File: config.mk
export PLATFORM = sky130hd
export DESIGN_NAME = iopm_port_mapper
export DESIGN_NICKNAME = d
export VERILOG_FILES = /design/src/rtl/iopm_port_mapper.v /design/src/rtl/iopm_sync.v
export VERILOG_INCLUDE_DIRS = /design/src /design/src/rtl
export SDC_FILE = /design/constraint.sdc
export NUM_CORES = 1
export LEC_CHECK = 0
export ABC_CLOCK_PERIOD_IN_PS = 2050
export BUFFER_PORTS_ARGS = -buffer_cell sky130_fd_sc_hd__buf_4
export CAP_MARGIN = 20
export CORE_MARGIN = 3
export CORE_UTILIZATION = 37
export DETAILED_ROUTE_END_ITERATION = 10
export PLACE_DENSITY = 0.66
export SYNTH_ARGS = -nofsm -noshare
export SYNTH_HDL_FRONTEND = slang
export SYNTH_HIERARCHICAL = 1
export SYNTH_SLANG_ARGS = --single-unit
export TNS_END_PERCENT = 5
File: constraint.sdc
create_clock -name mclk_i -period 2.05 [get_ports mclk_i]
set_input_delay 0.41 -clock mclk_i [delete_from_list [all_inputs] [get_ports mclk_i]]
set_output_delay 0.41 -clock mclk_i [all_outputs]
set_load 0.1 [all_outputs]
File: src/rtl/iopm_defs.vh
`ifndef IOPM_DEFS_VH
`define IOPM_DEFS_VH

// register word addresses
`define IOPM_ADDR_CTRL 4'h0
`define IOPM_ADDR_STATUS 4'h1
`define IOPM_ADDR_INPUTS 4'h2
`define IOPM_ADDR_FORCE_VAL 4'h3
`define IOPM_ADDR_IRQ_STAT 4'h4
`define IOPM_ADDR_IRQ_CLR 4'h5
`define IOPM_ADDR_IRQ_EN 4'h6
`define IOPM_ADDR_LOADED 4'h7

// ctrl fields
`define IOPM_CTRL_PROF_LSB 0
`define IOPM_CTRL_PROF_MSB 2
`define IOPM_CTRL_SERVICE 3
`define IOPM_CTRL_RESET 16'h0000

// profile codes
`define IOPM_PROF_STANDARD 3'h0
`define IOPM_PROF_STANDARD_B 3'h1
`define IOPM_PROF_FILE_SELECT 3'h2
`define IOPM_PROF_REDUCED 3'h3
`define IOPM_PROF_LEGACY 3'h4

// printer states seen on prn_state_i
`define IOPM_PST_READY 2'h0
`define IOPM_PST_WAITING 2'h1
`define IOPM_PST_STOP 2'h2
`define IOPM_PST_BUSY 2'h3

// irq bits
`define IOPM_IRQ_START 0
`define IOPM_IRQ_ERR_RST 1
`define IOPM_IRQ_CNT_RST 2
`define IOPM_IRQ_LOAD 3
`define IOPM_IRQ_REJECT 4
`define IOPM_IRQ_W 5

`endif

File: src/rtl/iopm_port_mapper.v
// The register offsets and the strobed register port were decided locally.
`timescale 1ns/10ps
`include "iopm_defs.vh"
// Operation
// sixteen ports, inputs 1-8, outputs 9-16, one of five profiles from config
// standard: start, error reset, counter reset, release; outputs error..return
// standard profile ignores inputs 5 to 8
// second standard: ready, cassette open, printing, return, head down, position
// port 16 always shows ribbon prior warning; in service mode the code drives force bit 7 there instead
// file-select: inputs 3-8 are file number bits 0-5
// file number zero loads nothing and keeps existing order
// load taken only in ready, waiting or stop state
// after load, old order deleted and new order started
// number matched against stored one- or two-digit name prefix
// reduced: port 9 ready, 10-12 unused, 13-16 ready/error/return/warning
// legacy: 13 print-ready, 14 head down, input 4 no function
// service mode shows every input level
// service mode forces each output low or high
// ready only when a start pulse can be accepted, layout time included
// return shown after print; start waits for start position; the code drops a start seen away from it or while returning
// outside party drives inputs active high
// file number unsigned, bit 0 least significant, 1 to 63
module iopm_port_mapper (
  // clock and reset
  input wire mclk_i,
  input wire rst_n_i,
  // register port
  input wire [3:0] reg_addr_i,
  input wire [15:0] reg_wdata_i,
  input wire reg_wr_i,
  input wire reg_rd_i,
  output reg [15:0] reg_rdata_o,
  // opto input ports 1-8, active high
  input wire [7:0] in_port_i,
  // printer status from the controller
  input wire [1:0] prn_state_i,
  input wire st_error_i,
  input wire st_order_i,
  input wire st_generating_i,
  input wire st_printing_i,
  input wire st_ready_i,
  input wire st_returning_i,
  input wire st_at_start_i,
  input wire st_cassette_open_i,
  input wire st_head_down_i,
  input wire st_print_pos_i,
  input wire st_ribbon_warn_i,
  // file directory lookup: file_num prefix match result
  input wire file_found_i,
  // output ports 9-16
  output reg [7:0] out_port_o,
  // function pulses and the file number level toward the controller
  output reg print_start_o,
  output reg error_reset_o,
  output reg counter_reset_o,
  output reg release_o,
  output reg [5:0] file_num_o,
  output reg file_load_o,
  output reg order_delete_o,
  output reg order_start_o,
  // interrupt
  output reg irq_o
);

////////////////////////////////////////////////////////////////////////////////
// input synchroniser

wire [7:0] in_sync;
reg [7:0] in_prev_reg;

// opto levels are asynchronous to mclk_i
iopm_sync u_sync (
  .mclk_i(mclk_i),
  .rst_n_i(rst_n_i),
  .async_i(in_port_i),
  .sync_o(in_sync)
);

// pins idle low, so a cleared history gives no false edge after reset
wire [7:0] in_rise = in_sync & ~in_prev_reg;

////////////////////////////////////////////////////////////////////////////////
// registers

reg [2:0] prof_reg;
reg service_reg;
reg [7:0] force_reg;
reg [`IOPM_IRQ_W-1:0] irq_stat_reg;
reg [`IOPM_IRQ_W-1:0] irq_en_reg;
reg [5:0] loaded_reg;

function is_prof;
  input [2:0] code;
  begin
    is_prof = (code == `IOPM_PROF_STANDARD) || (code == `IOPM_PROF_STANDARD_B) ||
      (code == `IOPM_PROF_FILE_SELECT) || (code == `IOPM_PROF_REDUCED) ||
      (code == `IOPM_PROF_LEGACY);
  end
endfunction

// decode of which input functions the profile carries
function has_release;
  input [2:0] code;
  begin
    has_release = (code == `IOPM_PROF_STANDARD) || (code == `IOPM_PROF_STANDARD_B);
  end
endfunction

////////////////////////////////////////////////////////////////////////////////
// input functions

wire file_mode = (prof_reg == `IOPM_PROF_FILE_SELECT);
// unsigned, bit 0 from input port 3
wire [5:0] sel_num = in_sync[7:2];
reg [5:0] sel_prev_reg;
wire sel_change = file_mode && (sel_num != sel_prev_reg);
wire state_ok = (prn_state_i == `IOPM_PST_READY) ||
  (prn_state_i == `IOPM_PST_WAITING) || (prn_state_i == `IOPM_PST_STOP);
// zero selects nothing and leaves the order alone
wire sel_req = sel_change && (sel_num != 6'h00);
// the lookup answers for file_num_o, which trails the selector by one cycle,
// so a request is decided a cycle later, once the number has held still
reg sel_pend_reg;
wire sel_decide = sel_pend_reg && file_mode && !sel_change;
wire sel_take = sel_decide && state_ok && file_found_i;
wire sel_reject = sel_decide && !sel_take;

// a start while the carriage is still returning is dropped
wire start_ok = st_at_start_i && !st_returning_i;
// service mode mutes every input function
wire ev_start = in_rise[0] && start_ok && !service_reg;
wire ev_err = in_rise[1] && !service_reg;
wire ev_cnt = in_rise[2] && !file_mode && !service_reg;
wire ev_rel = in_rise[3] && has_release(prof_reg) && !service_reg;

always @(posedge mclk_i) begin
  if (!rst_n_i) begin
    in_prev_reg <= 8'h00;
    sel_prev_reg <= 6'h00;
    sel_pend_reg <= 1'b0;
    print_start_o <= 1'b0;
    error_reset_o <= 1'b0;
    counter_reset_o <= 1'b0;
    release_o <= 1'b0;
    file_num_o <= 6'h00;
    file_load_o <= 1'b0;
    order_delete_o <= 1'b0;
    order_start_o <= 1'b0;
    loaded_reg <= 6'h00;
  end else begin
    in_prev_reg <= in_sync;
    // history is zero outside file-select, so entering it may load
    sel_prev_reg <= file_mode ? sel_num : 6'h00;
    sel_pend_reg <= sel_req && !service_reg;
    print_start_o <= ev_start;
    error_reset_o <= ev_err;
    counter_reset_o <= ev_cnt;
    release_o <= ev_rel;
    file_num_o <= file_mode ? sel_num : 6'h00;
    file_load_o <= sel_take && !service_reg;
    order_delete_o <= sel_take && !service_reg;
    // new order follows the load by one cycle
    order_start_o <= file_load_o;
    if (sel_take && !service_reg) begin
      loaded_reg <= sel_num;
    end
  end
end

////////////////////////////////////////////////////////////////////////////////
// output mapping

reg [7:0] map_next;

always @* begin
  map_next = 8'h00;
  case (prof_reg)
    `IOPM_PROF_STANDARD_B: begin
      map_next = {st_ribbon_warn_i, st_print_pos_i, st_head_down_i, st_returning_i,
        st_printing_i, st_cassette_open_i, st_ready_i, st_error_i};
    end
    `IOPM_PROF_REDUCED: begin
      map_next = {st_ribbon_warn_i, st_returning_i, st_error_i, st_ready_i,
        3'b000, st_ready_i};
    end
    `IOPM_PROF_LEGACY: begin
      map_next = {st_ribbon_warn_i, st_returning_i, st_head_down_i, st_ready_i,
        st_printing_i, st_generating_i, st_order_i, st_error_i};
    end
    default: begin
      // standard and file-select share the output side
      map_next = {st_ribbon_warn_i, st_returning_i, st_error_i, st_ready_i,
        st_printing_i, st_generating_i, st_order_i, st_error_i};
    end
  endcase
end

// ready is taken from the controller which already folds in layout time
genvar gp;
generate
  for (gp = 0; gp < 8; gp = gp + 1) begin : g_out
    always @(posedge mclk_i) begin
      if (!rst_n_i) begin
        out_port_o[gp] <= 1'b0;
      end else begin
        out_port_o[gp] <= service_reg ? force_reg[gp] : map_next[gp];
      end
    end
  end
endgenerate

////////////////////////////////////////////////////////////////////////////////
// register file and interrupts

wire [`IOPM_IRQ_W-1:0] irq_ev;
assign irq_ev[`IOPM_IRQ_START] = ev_start;
assign irq_ev[`IOPM_IRQ_ERR_RST] = ev_err;
assign irq_ev[`IOPM_IRQ_CNT_RST] = ev_cnt;
assign irq_ev[`IOPM_IRQ_LOAD] = sel_take && !service_reg;
assign irq_ev[`IOPM_IRQ_REJECT] = sel_reject && !service_reg;

// write strobe aimed at one register word
function wr_hit;
  input wr;
  input [3:0] addr;
  input [3:0] target;
  begin
    wr_hit = wr && (addr == target);
  end
endfunction

wire wr_ctrl = wr_hit(reg_wr_i, reg_addr_i, `IOPM_ADDR_CTRL);
wire wr_clr = wr_hit(reg_wr_i, reg_addr_i, `IOPM_ADDR_IRQ_CLR);
wire wr_force = wr_hit(reg_wr_i, reg_addr_i, `IOPM_ADDR_FORCE_VAL);
wire wr_en = wr_hit(reg_wr_i, reg_addr_i, `IOPM_ADDR_IRQ_EN);
wire [`IOPM_IRQ_W-1:0] clr_bits = wr_clr ? reg_wdata_i[`IOPM_IRQ_W-1:0] : 5'h00;
// set wins over a clear in the same cycle
wire [`IOPM_IRQ_W-1:0] stat_next = (irq_stat_reg & ~clr_bits) | irq_ev;

// one sticky flop per event
genvar gs;
generate
  for (gs = 0; gs < `IOPM_IRQ_W; gs = gs + 1) begin : g_stat
    always @(posedge mclk_i) begin
      if (!rst_n_i) begin
        irq_stat_reg[gs] <= 1'b0;
      end else begin
        irq_stat_reg[gs] <= stat_next[gs];
      end
    end
  end
endgenerate

always @(posedge mclk_i) begin
  if (!rst_n_i) begin
    prof_reg <= `IOPM_PROF_STANDARD;
    service_reg <= 1'b0;
    force_reg <= 8'h00;
    irq_en_reg <= 5'h00;
    irq_o <= 1'b0;
  end else begin
    // unknown profile codes are refused, keeping the last good one
    if (wr_ctrl && is_prof(reg_wdata_i[`IOPM_CTRL_PROF_MSB:`IOPM_CTRL_PROF_LSB])) begin
      prof_reg <= reg_wdata_i[`IOPM_CTRL_PROF_MSB:`IOPM_CTRL_PROF_LSB];
    end
    if (wr_ctrl) begin
      service_reg <= reg_wdata_i[`IOPM_CTRL_SERVICE];
    end
    // force values persist across service exits
    if (wr_force) begin
      force_reg <= reg_wdata_i[7:0];
    end
    if (wr_en) begin
      irq_en_reg <= reg_wdata_i[`IOPM_IRQ_W-1:0];
    end
    // level follows the next status so it rises with the sticky bit
    irq_o <= |(stat_next & irq_en_reg);
  end
end

always @(posedge mclk_i) begin
  if (!rst_n_i) begin
    reg_rdata_o <= 16'h0000;
  end else if (reg_rd_i) begin
    case (reg_addr_i)
      `IOPM_ADDR_CTRL: reg_rdata_o <= {12'h000, service_reg, prof_reg};
      `IOPM_ADDR_STATUS: reg_rdata_o <= {8'h00, out_port_o};
      // raw synchronised levels, visible in every mode
      `IOPM_ADDR_INPUTS: reg_rdata_o <= {8'h00, in_sync};
      `IOPM_ADDR_FORCE_VAL: reg_rdata_o <= {8'h00, force_reg};
      `IOPM_ADDR_IRQ_STAT: reg_rdata_o <= {11'h000, irq_stat_reg};
      `IOPM_ADDR_IRQ_EN: reg_rdata_o <= {11'h000, irq_en_reg};
      `IOPM_ADDR_LOADED: reg_rdata_o <= {10'h000, loaded_reg};
      default: reg_rdata_o <= 16'h0000;
    endcase
  end else begin
    // data stand one cycle only, so a late sampler sees zero
    reg_rdata_o <= 16'h0000;
  end
end

endmodule // iopm_port_mapper

File: src/rtl/iopm_sync.v
`timescale 1ns/10ps
// two-stage synchroniser for the opto input ports
module iopm_sync (
  // clock and reset
  input wire mclk_i,
  input wire rst_n_i,
  // asynchronous levels in, synchronous levels out
  input wire [7:0] async_i,
  output reg [7:0] sync_o
);

reg [7:0] meta_reg;

genvar g;
generate
  for (g = 0; g < 8; g = g + 1) begin : g_bit
    always @(posedge mclk_i) begin
      if (!rst_n_i) begin
        meta_reg[g] <= 1'b0;
        sync_o[g] <= 1'b0;
      end else begin
        meta_reg[g] <= async_i[g];
        sync_o[g] <= meta_reg[g];
      end
    end
  end
endgenerate

endmodule // iopm_sync

==> out/qor.csv <==
stage;metric;value;unit
finish;finalCoreUtilization;49.1;%
critical_path;crit_chain;or3b_4, nor3b_4, nand4_4, mux2i_1, nor2_1;
drt;met3_length;492;um
finish;diodes;0;
floorplan;fp.dieH;101;um
timing;final.setup.tns;0;ns
timing;transition_time_at_the_pin_with_the_least_slew_margin;0.534;ns
critical_path;timing.critical_path.buf_inv;0;
clock_tree;cts_tree;done;
yosys;synth_top_cell_area_share;47.3;%
yosys;asyncSetResetFlopFracSynth;0;%
flow_run;max_cap_viol;0;
clock_tree;clk_pin_slew_worst_paths;0.09;ns
critical_path;cp.required;2.27;ns
critical_path;slowest_stage;or3b_4;
critical_path;critical_path_peak_fanout;7;
place;gp_congestion;0.858;
yosys;synth.top_cells.by_area;dfxtp_1 47%, mux2i_1 6.7%, nor2_1 4.4%, and2_1 4.4%, a21oi_1 3.3%;
pwr;power;3270;uW
clock_tree;clock_sink_count;78;
floorplan;die-area;10100;um2
drt;vias_per_cell;5.05;
timing;finalHoldViolations;0;
floorplan;rows;33;
critical_path;worstSetupStartpointType;flop;
yosys;synth_flop_cell;dfxtp_1;
floorplan;floorplan.die.width;101;um
status;status;complete, no violations;
yosys;netlist_top_cells_count;78 x dfxtp_1, 39 x nor2_1, 23 x and2_1, 22 x a21oi_1, 22 x mux2i_1;
yosys;synth_xor_area_share;1.59;%
finish;final_nets;466;
critical_path;setup.worst_path.class;reg2reg;
pwr;power.leakage;0.00177;uW
yosys;netlist_area_before_placement;3300;um2
clock_tree;cts.path.max_buffers;2;
drt;drc;0;
clock_tree;clkLatencyLatePin;0.35;ns
clock_tree;cts-buffers-inserted;9;
yosys;netlist-cell-type-count;57;
yosys;synth_top_cell_by_area;dfxtp_1;
timing;min_period;1.75;ns
pwr;vdd_drop_max;0.392;mV
yosys;ys_seq_area_share;47.3;%
finish;drive_gt1_share;30.1;%
floorplan;i_o_pin_cnt;84;
timing;worst_clock_skew;0.00981;ns
critical_path;timing.critical_path.max_delay_family;simple AND/OR/NAND/NOR gates;
drt;drt_pass1_iterations;4;
finish;syn_to_final_growth;25.2;%
clock_tree;clock_tree.htree_level_count;3;
finish;final_design_area_no_fill;4140;um2
yosys;synthesis.instances;346;
timing;setup-violations-final;0;
clock_tree;cts.root.buffer_cell;clkbuf_8;
timing;worst_slew_margin_rel;64.2;%
drt;top_signal_layer_used;met4;
yosys;synth_warn;6;
timing;finalHoldWorstSlack;0.263;ns
yosys;synth_adder_area_share;0;%
clock_tree;holdBufCountCts;0;
worst_hold_path;path_type_of_the_worst_min_delay_path;in2reg;
critical_path;worstSetupEndpointType;flop;
drt;vias_post_dr;2677;
timing;clock.fmax;0.570;GHz
yosys;flops_latches_synth;78;
yosys;multiplexer_share_of_the_synthesized_area;10.1;%
finish;n_fill_cell;824;
floorplan;core_region_area;8420;um2
floorplan;initial_cell_density_of_the_core;39.2;%
timing;grt_setup_unrepaired;no;
drt;dr.first_iter.drc_count;125;
yosys;synth_top_family_by_area;simple AND/OR/NAND/NOR gates;
yosys;count_of_flip_flops_with_a_built_in_enable_after_synthesis;0;
yosys;synth-compound-area-share;11.2;%
clock_tree;cts_setup_buffers;0;
global_routing;grt.overflow.total;0;
global_routing;grt_use_total;16.6;%
yosys;count_leader_synth;dfxtp_1;
drt;wl;8.34;mm
timing;min_period_over_period;85.5;%
yosys;yosys.area_share.simple;24.7;%
clock_tree;postCtsResizedCells;0;
global_routing;grt_first_pass_wirelength;13.0;mm
global_routing;antenna_found_initial;0;
place;postPlaceCellArea;3920;um2
place;count_of_port_buffers_added_during_placement;67;
place;detailed_place_hpwl;6.12;mm
critical_path;worst_ep_arrival_time;1.98;ns
critical_path;critical-path-max-stage-delay;0.45;ns
global_routing;grt_pass1_vias;2562;
drt;route.detailed.wl_per_inst;15.7;um
global_routing;grt_start_max_net_pins;35;
drt;detail_route.wirelength.met1;3.70;mm
pwr;power_density;790;nW/um2
yosys;syn_avg_cell_area;9.55;um2
timing;final-max-slew-violation-count;0;
drt;route.antenna.remaining_nets;0;
drt;met2RoutedLength;4.07;mm
-- cells in the final DEF (no fill, tap or decap), drive strengths merged, types with 4 or more instances in the layout --
master	netlist	final
buf	16	81
dfxtp	78	78
nor2	39	39
and2	35	35
a21oi	22	22
mux2i	22	22
nand2	21	21
nand3	16	16
clkbuf	9	10
o21ai	8	8
mux2	8	8
conb	1	8
nor3	6	6
xor2	6	6
nor3b	6	6
nor2b	4	4
-- routing by layer --
layer  vias up  global-route usage, %
li1       1327                      -
met1      1271                   21.3
met2        72                   28.4
met3         7                   3.67
met4         0                   4.25
met5         -                      0
-- cell type report --
class | count | area (um2) | share of cell area [%]
multi-input cells | 248 | 1600 | 38.8
flip-flops and latches | 78 | 1570 | 37.8
repair buffers | 81 | 608 | 14.7
well taps | 105 | 131 | 3.18
clock buffers | 10 | 128 | 3.09
clock inverters | 6 | 92.6 | 2.24
inverters | 2 | 7.51 | 0.181
-- power by group --
group | switching, uW | internal (uW)
clock | 579 | 695
sequential | 20.7 | 1550
combinational | 286 | 137
-- cell families after synthesis --
group	after synthesis
compound gates	57
flops	78
other cells	1
buf+inv	27
xor+xnor	6
simple gates	146
mux	31
-- final timing paths --
kind                      startpoint  slack, ns  cells past startpoint                 end
hold / removal          in_port_i[1]       0.26                      2  u_sync/meta_reg[1]
setup reg to reg         prof_reg[2]       0.30                      5       loaded_reg[3]
setup / recovery         prof_reg[2]       0.30                      5       loaded_reg[3]
hold reg to reg   u_sync/meta_reg[2]       0.44                      1    u_sync/sync_o[2]
-- per-stage QoR --
stage               instances  setup WS [ns]
floorplan                 353         0.0556
global placement          514          0.116
detailed placement        514         0.0608
CTS                       530          0.290
global route              530          0.197
finish                    530          0.296
Note: power is estimated with default switching activity, not from simulation.
